$ cat config.mk
export PLATFORM = sky130hd
export DESIGN_NAME = pac_port_cfg
export DESIGN_NICKNAME = d
export VERILOG_FILES = /design/src/pac_pkg.sv /design/src/pac_port_cfg.sv
export SDC_FILE = /design/constraint.sdc
export NUM_CORES = 1
export LEC_CHECK = 0
export BUFFER_PORTS_ARGS = -buffer_cell sky130_fd_sc_hd__buf_2
export CAP_MARGIN = 25
export CORE_MARGIN = 1.5
export CORE_UTILIZATION = 50
export DETAILED_ROUTE_END_ITERATION = 10
export HOLD_SLACK_MARGIN = 0.15
export PLACE_DENSITY = 0.87
export RECOVER_POWER = 50
export REMOVE_ABC_BUFFERS = 1
export SYNTH_ARGS = -nofsm -noshare
export SYNTH_HDL_FRONTEND = slang
export SYNTH_SLANG_ARGS = --single-unit
$ cat constraint.sdc
create_clock -name aclk -period 1.9 [get_ports aclk]
set_input_delay 0.38 -clock aclk [delete_from_list [all_inputs] [get_ports aclk]]
set_output_delay 0.38 -clock aclk [all_outputs]
set_load 0.05 [all_outputs]
$ cat src/pac_pkg.sv
package pac_pkg;
    // -----------------------------------------------------------------
    // Register byte addresses
    // -----------------------------------------------------------------
    localparam logic [3:0] ADDR_ANALOG_SELECT  = 4'h0;
    localparam logic [3:0] ADDR_WEAK_PULLUP    = 4'h4;
    localparam logic [3:0] ADDR_OPEN_DRAIN     = 4'h8;
    localparam logic [3:0] ADDR_SLEW_LIMIT     = 4'hc;
    // -----------------------------------------------------------------
    // Implemented bit masks
    // -----------------------------------------------------------------
    localparam logic [7:0] MASK_ANALOG         = 8'h17;
    localparam logic [7:0] MASK_PULLUP         = 8'h3f;
    localparam logic [7:0] MASK_DRIVE          = 8'h37;
    // -----------------------------------------------------------------
    // Reset values
    // -----------------------------------------------------------------
    localparam logic [7:0] RST_ANALOG          = 8'h17;
    localparam logic [7:0] RST_PULLUP          = 8'h3f;
    localparam logic [7:0] RST_OPEN_DRAIN      = 8'h00;
    localparam logic [7:0] RST_SLEW            = 8'h37;
    // -----------------------------------------------------------------
    // AXI responses
    // -----------------------------------------------------------------
    localparam logic [1:0] RESP_OKAY           = 2'h0;
    localparam logic [1:0] RESP_SLVERR         = 2'h2;
endpackage : pac_pkg

$ cat src/pac_port_cfg.sv
// The address map and register access over AXI4-Lite are this design's own decisions.
`timescale 1ns/10ps
module pac_port_cfg #(
    parameter int NUM_PINS = 6
) (
    // Clock and reset
    input  wire logic                aclk,
    input  wire logic                aresetn,
    input  wire logic                clk_en,
    // AXI4-Lite write
    input  wire logic [3:0]          s_axi_awaddr,
    input  wire logic                s_axi_awvalid,
    output logic                     s_axi_awready,
    input  wire logic [31:0]         s_axi_wdata,
    input  wire logic [3:0]          s_axi_wstrb,
    input  wire logic                s_axi_wvalid,
    output logic                     s_axi_wready,
    output logic [1:0]               s_axi_bresp,
    output logic                     s_axi_bvalid,
    input  wire logic                s_axi_bready,
    // AXI4-Lite read
    input  wire logic [3:0]          s_axi_araddr,
    input  wire logic                s_axi_arvalid,
    output logic                     s_axi_arready,
    output logic [31:0]              s_axi_rdata,
    output logic [1:0]               s_axi_rresp,
    output logic                     s_axi_rvalid,
    input  wire logic                s_axi_rready,
    // Port side
    input  wire logic                global_pullup_disable,
    input  wire logic [NUM_PINS-1:0] pin_direction_bit,
    input  wire logic [NUM_PINS-1:0] pin_in,
    input  wire logic [NUM_PINS-1:0] drive_data,
    // Pad controls and synchronised port value
    output logic [NUM_PINS-1:0]      pad_out,
    output logic [NUM_PINS-1:0]      pad_oe,
    output logic [NUM_PINS-1:0]      pad_in_buf_en,
    output logic [NUM_PINS-1:0]      pad_pullup_en,
    output logic [NUM_PINS-1:0]      pad_slew_limit,
    output logic [NUM_PINS-1:0]      port_value
);

    if (NUM_PINS != 6) begin : g_bad_pins
        $error("pac_port_cfg supports six pins only");
    end

    // -----------------------------------------------------------------
    // Configuration registers
    // -----------------------------------------------------------------
    logic [7:0] analog_select_ff;
    logic [7:0] weak_pullup_enable_ff;
    logic [7:0] open_drain_enable_ff;
    logic [7:0] slew_limit_enable_ff;

    logic [3:0] aw_addr_ff;
    logic       aw_held_ff;
    logic [7:0] w_data_ff;
    logic       w_lane0_ff;
    logic       w_held_ff;
    logic       do_write;
    logic       write_hit;

    assign do_write  = aw_held_ff && w_held_ff && !s_axi_bvalid;
    assign write_hit = (aw_addr_ff == pac_pkg::ADDR_ANALOG_SELECT) ||
                       (aw_addr_ff == pac_pkg::ADDR_WEAK_PULLUP) ||
                       (aw_addr_ff == pac_pkg::ADDR_OPEN_DRAIN) ||
                       (aw_addr_ff == pac_pkg::ADDR_SLEW_LIMIT);

    // -----------------------------------------------------------------
    // Write channels
    // -----------------------------------------------------------------
    always_ff @(posedge aclk) begin
        if (!aresetn) begin
            aw_held_ff    <= 1'b0;
            aw_addr_ff    <= 4'h0;
            s_axi_awready <= 1'b0;
        end else if (clk_en) begin
            s_axi_awready <= !aw_held_ff && !s_axi_awready && s_axi_awvalid;
            if (s_axi_awvalid && s_axi_awready) begin
                aw_held_ff <= 1'b1;
                aw_addr_ff <= s_axi_awaddr;
            end else if (do_write) begin
                aw_held_ff <= 1'b0;
            end
        end
    end

    always_ff @(posedge aclk) begin
        if (!aresetn) begin
            w_held_ff    <= 1'b0;
            w_data_ff    <= 8'h00;
            w_lane0_ff   <= 1'b0;
            s_axi_wready <= 1'b0;
        end else if (clk_en) begin
            s_axi_wready <= !w_held_ff && !s_axi_wready && s_axi_wvalid;
            if (s_axi_wvalid && s_axi_wready) begin
                w_held_ff  <= 1'b1;
                w_data_ff  <= s_axi_wdata[7:0];
                w_lane0_ff <= s_axi_wstrb[0];
            end else if (do_write) begin
                w_held_ff <= 1'b0;
            end
        end
    end

    always_ff @(posedge aclk) begin
        if (!aresetn) begin
            s_axi_bvalid <= 1'b0;
            s_axi_bresp  <= pac_pkg::RESP_OKAY;
        end else if (clk_en) begin
            if (do_write) begin
                s_axi_bvalid <= 1'b1;
                s_axi_bresp  <= write_hit ? pac_pkg::RESP_OKAY
                                          : pac_pkg::RESP_SLVERR;
            end else if (s_axi_bready) begin
                s_axi_bvalid <= 1'b0;
            end
        end
    end

    // -----------------------------------------------------------------
    // Register storage
    // -----------------------------------------------------------------
    always_ff @(posedge aclk) begin
        if (!aresetn) begin
            analog_select_ff      <= pac_pkg::RST_ANALOG;
            weak_pullup_enable_ff <= pac_pkg::RST_PULLUP;
            open_drain_enable_ff  <= pac_pkg::RST_OPEN_DRAIN;
            slew_limit_enable_ff  <= pac_pkg::RST_SLEW;
        end else if (clk_en && do_write && w_lane0_ff) begin
            unique case (aw_addr_ff)
                pac_pkg::ADDR_ANALOG_SELECT: begin
                    analog_select_ff <= w_data_ff & pac_pkg::MASK_ANALOG;
                end
                pac_pkg::ADDR_WEAK_PULLUP: begin
                    weak_pullup_enable_ff <= w_data_ff & pac_pkg::MASK_PULLUP;
                end
                pac_pkg::ADDR_OPEN_DRAIN: begin
                    open_drain_enable_ff <= w_data_ff & pac_pkg::MASK_DRIVE;
                end
                pac_pkg::ADDR_SLEW_LIMIT: begin
                    slew_limit_enable_ff <= w_data_ff & pac_pkg::MASK_DRIVE;
                end
                default: begin
                end
            endcase
        end
    end

    // -----------------------------------------------------------------
    // Read channel
    // -----------------------------------------------------------------
    logic [7:0] nxt_rdata;
    logic       read_hit;

    always_comb begin
        nxt_rdata = 8'h00;
        read_hit  = 1'b1;
        unique case (s_axi_araddr)
            pac_pkg::ADDR_ANALOG_SELECT: nxt_rdata = analog_select_ff;
            pac_pkg::ADDR_WEAK_PULLUP:   nxt_rdata = weak_pullup_enable_ff;
            pac_pkg::ADDR_OPEN_DRAIN:    nxt_rdata = open_drain_enable_ff;
            pac_pkg::ADDR_SLEW_LIMIT:    nxt_rdata = slew_limit_enable_ff;
            default:                     read_hit  = 1'b0;
        endcase
    end

    always_ff @(posedge aclk) begin
        if (!aresetn) begin
            s_axi_arready <= 1'b0;
            s_axi_rvalid  <= 1'b0;
            s_axi_rdata   <= 32'h0000_0000;
            s_axi_rresp   <= pac_pkg::RESP_OKAY;
        end else if (clk_en) begin
            s_axi_arready <= !s_axi_rvalid && !s_axi_arready && s_axi_arvalid;
            if (s_axi_arvalid && s_axi_arready) begin
                s_axi_rvalid <= 1'b1;
                s_axi_rdata  <= {24'h00_0000, nxt_rdata};
                s_axi_rresp  <= read_hit ? pac_pkg::RESP_OKAY
                                         : pac_pkg::RESP_SLVERR;
            end else if (s_axi_rready) begin
                s_axi_rvalid <= 1'b0;
            end
        end
    end

    // -----------------------------------------------------------------
    // Pin input synchroniser
    // -----------------------------------------------------------------
    logic [NUM_PINS-1:0] sync1_ff;
    logic [NUM_PINS-1:0] sync2_ff;
    logic [NUM_PINS-1:0] sync3_ff;
    logic [NUM_PINS-1:0] pin_stable_ff;

    always_ff @(posedge aclk) begin
        if (!aresetn) begin
            sync1_ff      <= '0;
            sync2_ff      <= '0;
            sync3_ff      <= '0;
            pin_stable_ff <= '0;
        end else if (clk_en) begin
            sync1_ff <= pin_in;
            sync2_ff <= sync1_ff;
            sync3_ff <= sync2_ff;
            pin_stable_ff <= (sync2_ff & sync3_ff) |
                             (pin_stable_ff & (sync2_ff | sync3_ff));
        end
    end

    // -----------------------------------------------------------------
    // Per-pin pad control
    // -----------------------------------------------------------------
    genvar gi;
    generate
        for (gi = 0; gi < NUM_PINS; gi++) begin : g_pin
            logic is_output;
            logic analog;
            assign is_output = !pin_direction_bit[gi];
            assign analog    = analog_select_ff[gi];

            always_ff @(posedge aclk) begin
                if (!aresetn) begin
                    pad_out[gi]        <= 1'b0;
                    pad_oe[gi]         <= 1'b0;
                    pad_in_buf_en[gi]  <= 1'b0;
                    pad_pullup_en[gi]  <= 1'b0;
                    pad_slew_limit[gi] <= 1'b1;
                    port_value[gi]     <= 1'b0;
                end else if (clk_en) begin
                    // Output drive kept in analog mode too
                    if (open_drain_enable_ff[gi]) begin
                        pad_out[gi] <= 1'b0;
                        pad_oe[gi]  <= is_output && !drive_data[gi];
                    end else begin
                        pad_out[gi] <= drive_data[gi];
                        pad_oe[gi]  <= is_output;
                    end
                    pad_in_buf_en[gi]  <= !analog;
                    pad_pullup_en[gi]  <= weak_pullup_enable_ff[gi] &&
                                          !global_pullup_disable &&
                                          !is_output;
                    pad_slew_limit[gi] <= slew_limit_enable_ff[gi];
                    port_value[gi]     <= analog ? 1'b0
                                                 : pin_stable_ff[gi];
                end
            end
        end
    endgenerate
endmodule : pac_port_cfg

# Word level (Yosys, flattened, before mapping)
# Index checks and enable logic that the tools add are counted.
[op_classes]
mul = 0
add_sub_neg = 0
order_cmp = 0
n_bitwise = 4
n_eq_ne = 6
n_div = 0
muxes = 25
shift = 0
reduce_logical = 75
[ops]
columns = ["cell", "count"]
rows = [
  ["1-bit logical AND", 30],
  ["6-bit case mux with 4 select lines", 1],
  ["2-bit AND reduction", 12],
  ["1-bit zero test", 23],
  ["1-bit 2-to-1 mux", 22],
  ["4-bit equality test, second input constant", 4],
  ["6-bit bitwise AND", 2],
  ["6-bit OR", 2],
  ["4-bit by 3-bit equality test with 1-bit output, second input constant", 2],
  ["4-bit zero test", 2],
  ["2-bit nonzero test", 4],
  ["2-bit 2-to-1 mux", 2],
  ["4-bit OR reduction", 1],
  ["1-bit logical OR", 3],
]
[word_totals]
register_bits = 109
output_inout_bits = 77
n_memories = 0
ramBits = 0
in_bits = 71
wordCells = 166
latchBits = 0
romBits = 0

# Longest topological paths before layout
# Gate-level depths: netlist of run 1.
[depth]
ltp_word = 5
mapped_depth = 6

# Worst setup path before layout of run 1
# Ideal clock, no wire load.
[synth_path]
kind = "flip-flop to flip-flop"
start = "register s_axi_bvalid"
end = "register analog_select_ff[1]"
synth_period_minus_slack_ps = 1723
t_arrival_ps = 1599
setup_slack_ps = 177
n_path_buf = 1
stages_incl_launch_ff = 5
required_time_ps = 1776
cell_sequence = "dfxtp_1 -> nand3b_1 -> or4_1 -> buf_2 -> mux2i_1"
[synth_between]
elab_chain_len = 5
[synth_rtl]
columns = ["element", "line", "source"]
rows = [
  ["from (decl)", "pac_port_cfg.sv:19", "output logic s_axi_bvalid,"],
  ["from (signal assigned)", "pac_port_cfg.sv:108", "s_axi_bvalid <= 1'b0;"],
  ["from (signal assigned)", "pac_port_cfg.sv:112", "s_axi_bvalid <= 1'b1;"],
  ["from (signal assigned)", "pac_port_cfg.sv:116", "s_axi_bvalid <= 1'b0;"],
  ["1-bit zero test", "pac_port_cfg.sv:63", "assign do_write = aw_held_ff && w_held_ff && !s_axi_bvalid;"],
  ["1-bit logical AND", "pac_port_cfg.sv:63", ""],
  ["1-bit logical AND (2 in a row)", "pac_port_cfg.sv:130", "end else if (clk_en && do_write && w_lane0_ff) begin"],
  ["2-bit AND reduction (no source line)", "n/a", ""],
  ["to (signal assigned)", "pac_port_cfg.sv:126", "analog_select_ff <= pac_pkg::RST_ANALOG;"],
  ["to (signal assigned)", "pac_port_cfg.sv:133", "analog_select_ff <= w_data_ff & pac_pkg::MASK_ANALOG;"],
  ["to (decl)", "pac_port_cfg.sv:50", "logic [7:0] analog_select_ff;"],
]
# Every way passes these cells.
# A chain may end at the register's enable or synchronous reset.

# Final worst setup path of run 1
[layout_path]
start = "register s_axi_bvalid"
end = "register analog_select_ff[0]"
# Same word-level chain as after synthesis.

==> results of run 1 <==
layout by cell type, fill, tap and decap left out, drive strengths merged, types with 4 or more instances in the layout:
cell type	netlist	final
o21a	4	4
nor2b	61	61
clkbuf	18	18
nand2b	6	6
nand2	45	45
nand3b	9	9
conb	1	28
o21ai	11	11
a21o	6	6
a22o	5	5
a21oi	6	6
nand4b	7	7
dfxtp	105	105
and2	5	5
o22ai	4	4
mux2i	71	71
a21boi	24	24
buf	37	93
sequential cells by signal (all words and copies together) (netlist names), 5 cells and up:
signal and flops:
pin_stable_ff 6, sync1_ff 6, pad_pullup_en 6, slew_limit_enable_ff 5, pad_out 6, pad_slew_limit 6
weak_pullup_enable_ff 6, pad_in_buf_en 5, pad_oe 6, sync2_ff 6, w_data_ff 6, sync3_ff 6
port_value 6, s_axi_rdata 6, open_drain_enable_ff 5
layout make-up:
class	instances	area, um2
fillers	784	3600
multi-input cells	317	2170
clock buffers	11	131
clock inverters	5	32.5
well taps	108	135
inverters	3	11.3
repair buffers	100	534
flip-flops and latches	105	2100
layer usage:
layer  share of wire [%]  GRT usage, %
met1                  48          27.1
met2                  46          31.9
met3                 4.9          4.15
met4                 1.4          8.13
met5                   0             0
power by group through the flow:
stage               clock network, W  registers (W)  logic (W)
floorplan                          0        0.00242   0.000252
global placement                   0        0.00232   0.000528
detailed placement                 0        0.00233   0.000539
CTS                          0.00125        0.00227   0.000540
global route                 0.00136        0.00228   0.000566
finish                       0.00121        0.00227   0.000531
cells by family after synthesis:
family | Yosys count | share of synthesized area [%]
buf+inv | 58 | 7.44
mux | 71 | 15.8
compound gates | 66 | 10.3
other cells | 1 | 0.0832
flops | 105 | 46.6
simple gates | 152 | 19.8
worst min-delay path, cell delays in order:
cell and delay [ps]:
buf_2 70, mux2i_1 50, nor2b_1 90
path summary, 6_finish.rpt:
kind	start	endpoint	slack, ps	depth (start not counted)
worst max register to register	s_axi_bvalid	analog_select_ff[0]	240	3
worst min-delay path	s_axi_wdata[0]	w_data_ff[0]	270	3
worst min register to register	pad_slew_limit[3]	pad_slew_limit[3]	470	2
worst max-delay path	s_axi_bvalid	analog_select_ff[0]	240	3
synthesized netlist by cell type (all sizes together), types with 4 or more instances:
cell    count
nand3b      9
mux2i      71
a22o        5
o21a        4
a21o        6
and2        5
a21oi       6
buf        37
dfxtp     105
o22ai       4
nand2b      6
nor2b      61
clkbuf     18
nand4b      7
nand2      45
o21ai      11
a21boi     24
per-stage QoR:
step                util (%)  total power [W]
finish                  58.7          0.00401
global route            58.7          0.00420
CTS                     59.0          0.00406
detailed placement      57.1          0.00286
global placement        57.1          0.00285
floorplan                  -          0.00267
==> out/metrics.csv, run 1 <==
stage,metric,value,unit
setup_path,cp-end-kind,flop,
setup_path,crit_slowest_cell,or4_1,
setup_path,crit_buf_inv,0,
drt,num_vias,3365,
yosys,syn_avg_cell_area,9.95,um2
sta,rsz0062_at_grt,no,
layout,antenna_cells,0,
power,p_comb_share,13.2,%
yosys,synth_seq_area_share,46.6,%
sta,fin_skew,8.09,ps
power,netSwitchingFraction,28.4,%
power,clkPwrFrac,30.1,%
grt,grt_pass1_vias,3217,
power,p_sw,0.00114,W
floorplan,start_util,51.7,%
setup_path,critPathArrivalTime,1900,ps
grt,grt_pass1_wl,15.6,mm
min_path,hold_path.class,input port to flop,
grt,gr-total-overflow,0,
yosys,synth.top_cell.area_share,46.6,%
clock_network,cts.sinks,105,
clock_network,cts_max_level,3,
setup_path,path_class,flop to flop,
setup_path,crit_path_max_incr_delay,740,ps
run_status,status,finished clean,
placement,dp_slack,229,ps
setup_path,worstPathRequired,2140,ps
drt,detail-route-antenna-nets,0,
drt,drtPass1Iterations,4,
layout,nNetsFinal,607,
yosys,ys.flop_type,dfxtp_1,
floorplan,fp-row-count,34,
setup_path,path_delay_family,simple AND/OR/NAND/NOR gates,
layout,stdcell_area,0.00512,mm2
power,ir_drop,0.000470,V
sta,min_period,1660,ps
grt,grt_usage,20.2,%
sta,layout_setup_ws,243,ps
drt,wl_per_cell,14.5,um
yosys,synth_seq_cells,105,
layout,layoutNonFillerInstCount,649,
clock_network,clk_pin_slew,100,ps
placement,portBuffers,90,
sta,hold_violations,0,
sta,drv_slew,0,
power,power_frac_seq,56.7,%
grt,grt_max_degree,52,
yosys,synth_area,0.00451,mm2
yosys,synth_edf_count,0,
drt,drc_errors,0,
drt,drt_wl_total,9.39,mm
layout,area_delta_synth_final,13.5,%
clock_network,cts_hold_buffers,0,
yosys,postSynthCellCount,453,
yosys,ys_types,38,
clock_network,cts_made_buffers,9,
clock_network,insertion_delay,360,ps
floorplan,die_y,97.9,um
yosys,yosys-top-cells-area,"dfxtp_1 (47%), mux2i_1 (16%), nor2b_1 (8.5%)",
placement,globalplace.congestion,0.777,
flow_run,maxCapViolCount,0,
setup_path,path_cells,"nand3b_1, or4_1, mux2i_1",
layout,drive_gt1_share,20.9,%
sta,fin_tns_setup,0,ps
sta,tightest_slew,731,ps
floorplan,core_area,0.00872,mm2
clock_network,cts-root-buf,clkbuf_8,
sta,fin_crit_sh,87.2,%
yosys,synth_top_area_cell,dfxtp_1,
clock_network,tritoncts,done,
sta,worst_hold_slack,274,ps
yosys,ys_async_sr_fraction,0,%
clock_network,clock_path_buffers,2,
grt,grt_antenna_before_repair,0,
yosys,yosys_warnings,0,
drt,initialDrtViolationCount,141,
clock_network,ctsResizeCount,0,
sta,slew_headroom,51.3,%
clock_network,post_cts_buffers,0,
power,leakage,2.32,nW
floorplan,die_w,97.9,um
placement,dp.cells,633,
floorplan,die_area,0.00959,mm2
power,intPower,0.00287,W
sta,fmax,603,MHz
sta,setup_viol_count_final,0,
floorplan,io_pins,148,
drt,via_per_inst,5.18,
setup_path,critical_path.max_fanout,5,
placement,dp_hpwl,6.72,mm
power,power.density,784,mW/mm2
placement,placed_area,0.00498,mm2
setup_path,critPathLaunchType,flop,
Power figures use the tool's default switching activity.
==> inputs of run 2 (changes only) <==
- ABC_AREA: default -> 1
- CORE_UTILIZATION: 50 -> 49
==> run 2 against run 1 <==
Sequential power hardly changed; via count grew 11%; register-to-register slack improved by 250 ps; flip-flop and latch count stayed put; worst hold slack worse by 56 ps; combinational power rose by 5.6%; area after synthesis decreased by 7.1%; utilization fell by 1.2 points; design area is 7.3% lower; wire length fell by 0.17%; critical path type is now input port to flop; highest routed layer unchanged.
==> out/metrics.csv, run 2 <==
stage,metric,value,unit,change
floorplan,die_y,95.4,um,was 97.9 um
placement,portBuffers,90,,unchanged
floorplan,fp-row-count,33,,was 34
clock_network,cts_made_buffers,9,,unchanged
drt,wl_per_cell,13.1,um,was 14.5 um
sta,setup_viol_count_final,0,,unchanged
sta,tightest_slew,896,ps,was 731 ps
grt,gr-total-overflow,0,,unchanged
setup_path,critical_path.max_fanout,23,,was 5
yosys,ys_types,24,,was 38
setup_path,critPathArrivalTime,1890,ps,was 1900 ps
sta,rsz0062_at_grt,no,,unchanged
sta,fin_crit_sh,83.6,%,was 87.2%
layout,final_cell_mix,"dfxtp_1 (105), nand2_1 (89), a21oi_1 (62)",,"was dfxtp_1 (105), buf_2 (88), mux2i_1 (71)"
sta,min_period,1590,ps,was 1660 ps
yosys,synth_seq_cells,105,,unchanged
yosys,synth_area,0.00419,mm2,was 0.00451 mm2
drt,drtPass1Iterations,5,,was 4
drt,initialDrtViolationCount,173,,was 141
floorplan,io_pins,148,,unchanged
run_status,status,finished clean,,unchanged
placement,globalplace.congestion,0.836,,was 0.777
floorplan,die_w,95.4,um,was 97.9 um
sta,fin_tns_setup,0,ps,unchanged
sta,slew_headroom,40.2,%,was 51.3%
power,netSwitchingFraction,26.7,%,was 28.4%
yosys,postSynthCellCount,528,,was 453
clock_network,cts_hold_buffers,0,,unchanged
flow_run,maxCapViolCount,0,,unchanged
layout,antenna_cells,0,,unchanged
layout,area_delta_synth_final,13.4,%,was 13.5%
sta,drv_slew,0,,unchanged
grt,grt_max_degree,56,,was 52
setup_path,worstPathRequired,2200,ps,was 2140 ps
clock_network,cts_max_level,3,,unchanged
power,leakage,2.10,nW,was 2.32 nW
clock_network,insertion_delay,360,ps,about the same
clock_network,cts-root-buf,clkbuf_8,,unchanged
clock_network,clk_pin_slew,90,ps,was 100 ps
clock_network,tritoncts,done,,unchanged
setup_path,crit_slowest_cell,clkbuf_1,,was or4_1
setup_path,crit_path_max_incr_delay,700,ps,was 740 ps
sta,fmax,630,MHz,was 603 MHz
drt,num_vias,3732,,"was 3,365"
yosys,syn_avg_cell_area,7.93,um2,was 9.95 um2
layout,nNetsFinal,679,,was 607
power,power.density,946,mW/mm2,was 784 mW/mm2
clock_network,clock_path_buffers,2,,unchanged
grt,grt_pass1_wl,14.8,mm,was 15.6 mm
power,p_sw,0.00120,W,was 0.00114 W
yosys,ys.flop_type,dfxtp_1,,unchanged
clock_network,cts.sinks,105,,unchanged
floorplan,start_util,50.7,%,was 51.7%
drt,detail-route-antenna-nets,0,,unchanged
floorplan,die_area,0.00910,mm2,was 0.00959 mm2
setup_path,cp-end-kind,flop,,unchanged
power,p_comb_share,12.5,%,was 13.2%
drt,drc_errors,0,,unchanged
yosys,yosys-top-cells-area,"dfxtp_1 (50%), nand2_1 (7.9%), a21oi_1 (7.4%)",,"was dfxtp_1 (47%), mux2i_1 (16%), nor2b_1 (8.5%)"
clock_network,ctsResizeCount,0,,unchanged
drt,drt_wl_total,9.38,mm,was 9.39 mm
yosys,synth_top_area_cell,dfxtp_1,,unchanged
setup_path,critPathLaunchType,input port,,was flop
grt,grt_antenna_before_repair,0,,unchanged
power,clkPwrFrac,36.2,%,was 30.1%
setup_path,path_delay_family,buffers and inverters,,was simple AND/OR/NAND/NOR gates
power,power_frac_seq,51.3,%,was 56.7%
grt,grt_usage,21.0,%,was 20.2%
floorplan,core_area,0.00826,mm2,was 0.00872 mm2
power,ir_drop,0.000401,V,was 0.000470 V
setup_path,crit_buf_inv,2,,was 0
min_path,hold_path.class,input port to flop,,unchanged
layout,drive_gt1_share,13.7,%,was 20.9%
drt,via_per_inst,5.20,,was 5.18
clock_network,post_cts_buffers,0,,unchanged
setup_path,cp_common_cell,nor2_1,,
placement,dp_hpwl,6.56,mm,was 6.72 mm
power,intPower,0.00329,W,was 0.00287 W
power,power,0.00449,W,was 0.00401 W
layout,final_common_cell,dfxtp_1,,unchanged
yosys,ys_top_cells_by_count,"dfxtp_1 (105), nand2_1 (88), a21oi_1 (62), nor2_1 (60), o21ai_0 (56)",,"was dfxtp_1 (105), mux2i_1 (71), nor2b_1 (61), nand2_1 (45), buf_4 (29)"
yosys,synth_edf_count,0,,unchanged
yosys,synth_most_common_cell,dfxtp_1,,unchanged
sta,hold_violations,0,,unchanged
yosys,yosys_warnings,0,,unchanged
setup_path,path_cells,"buf_2, clkbuf_1, nand2_1, nor2_1, a21oi_1, nor2_1",,"was nand3b_1, or4_1, mux2i_1"
yosys,synth.top_cell.area_share,50.2,%,was 46.6%
sta,fin_skew,6.21,ps,was 8.09 ps
yosys,synth_seq_area_share,50.2,%,was 46.6%
yosys,ys_async_sr_fraction,0,%,unchanged
grt,grt_pass1_vias,3318,,"was 3,217"
setup_path,path_class,input port to flop,,was flop to flop
[run 2: power by group through the flow]
stage | logic, W | registers (W) | clock network, W
3_5_place_dp | 0.000568 | 0.00235 | 0
4_1_cts | 0.000571 | 0.00230 | 0.00166
6_report | 0.000561 | 0.00230 | 0.00163
5_1_grt | 0.000609 | 0.00231 | 0.00174
2_1_floorplan | 0.000260 | 0.00248 | 0
3_3_place_gp | 0.000558 | 0.00235 | 0
[run 2: area by class of cell]
cell class / count / area [um2]
Clock buffer: 11 / 141
Clock inverter: 5 / 103
Fill cell: 791 / 3510
Inverter: 27 / 101
Multi-Input combinational cell: 366 / 1710
Sequential cell: 105 / 2100
Tap cell: 105 / 131
Timing Repair Buffer: 99 / 460
[run 2: kinds of logic after synthesis]
logic type,synth area share (%)
other,0.0896
AND/OR/NAND/NOR,20.4
AO/OA/AOI/OAI,18.3
flip-flops,50.2
buffers and inverters,11.0
[run 2: worst paths after layout]
check | end | depth (start not counted) | from | slack [ps]
setup / recovery | pad_out[4] | 6 | clk_en | 310
hold reg to reg | pad_slew_limit[3] | 2 | pad_slew_limit[3] | 460
hold / removal | pad_oe[4] | 2 | drive_data[4] | 220
setup reg to reg | weak_pullup_enable_ff[0] | 6 | s_axi_bvalid | 490
[run 2: per-layer routing]
metal | GRT usage [%] | part of all wire [%]
met1 | 25.3 | 44
met2 | 35.8 | 49
met3 | 5.10 | 6.0
met4 | 8.70 | 1.0
met5 | 0 | 0
[run 2: per-stage QoR]
step                instance area, um2  hold slack (ps)  util (%)  std cells  worst slack (ps)
finish                            4750              217      57.5        718               311
global route                      4750              199      57.5        718               181
CTS                               4820              199      58.4        718               438
detailed placement                4580              436      55.4        702              45.9
global placement                  4580              426      55.4        702               161
floorplan                         3930              434         -        498               362
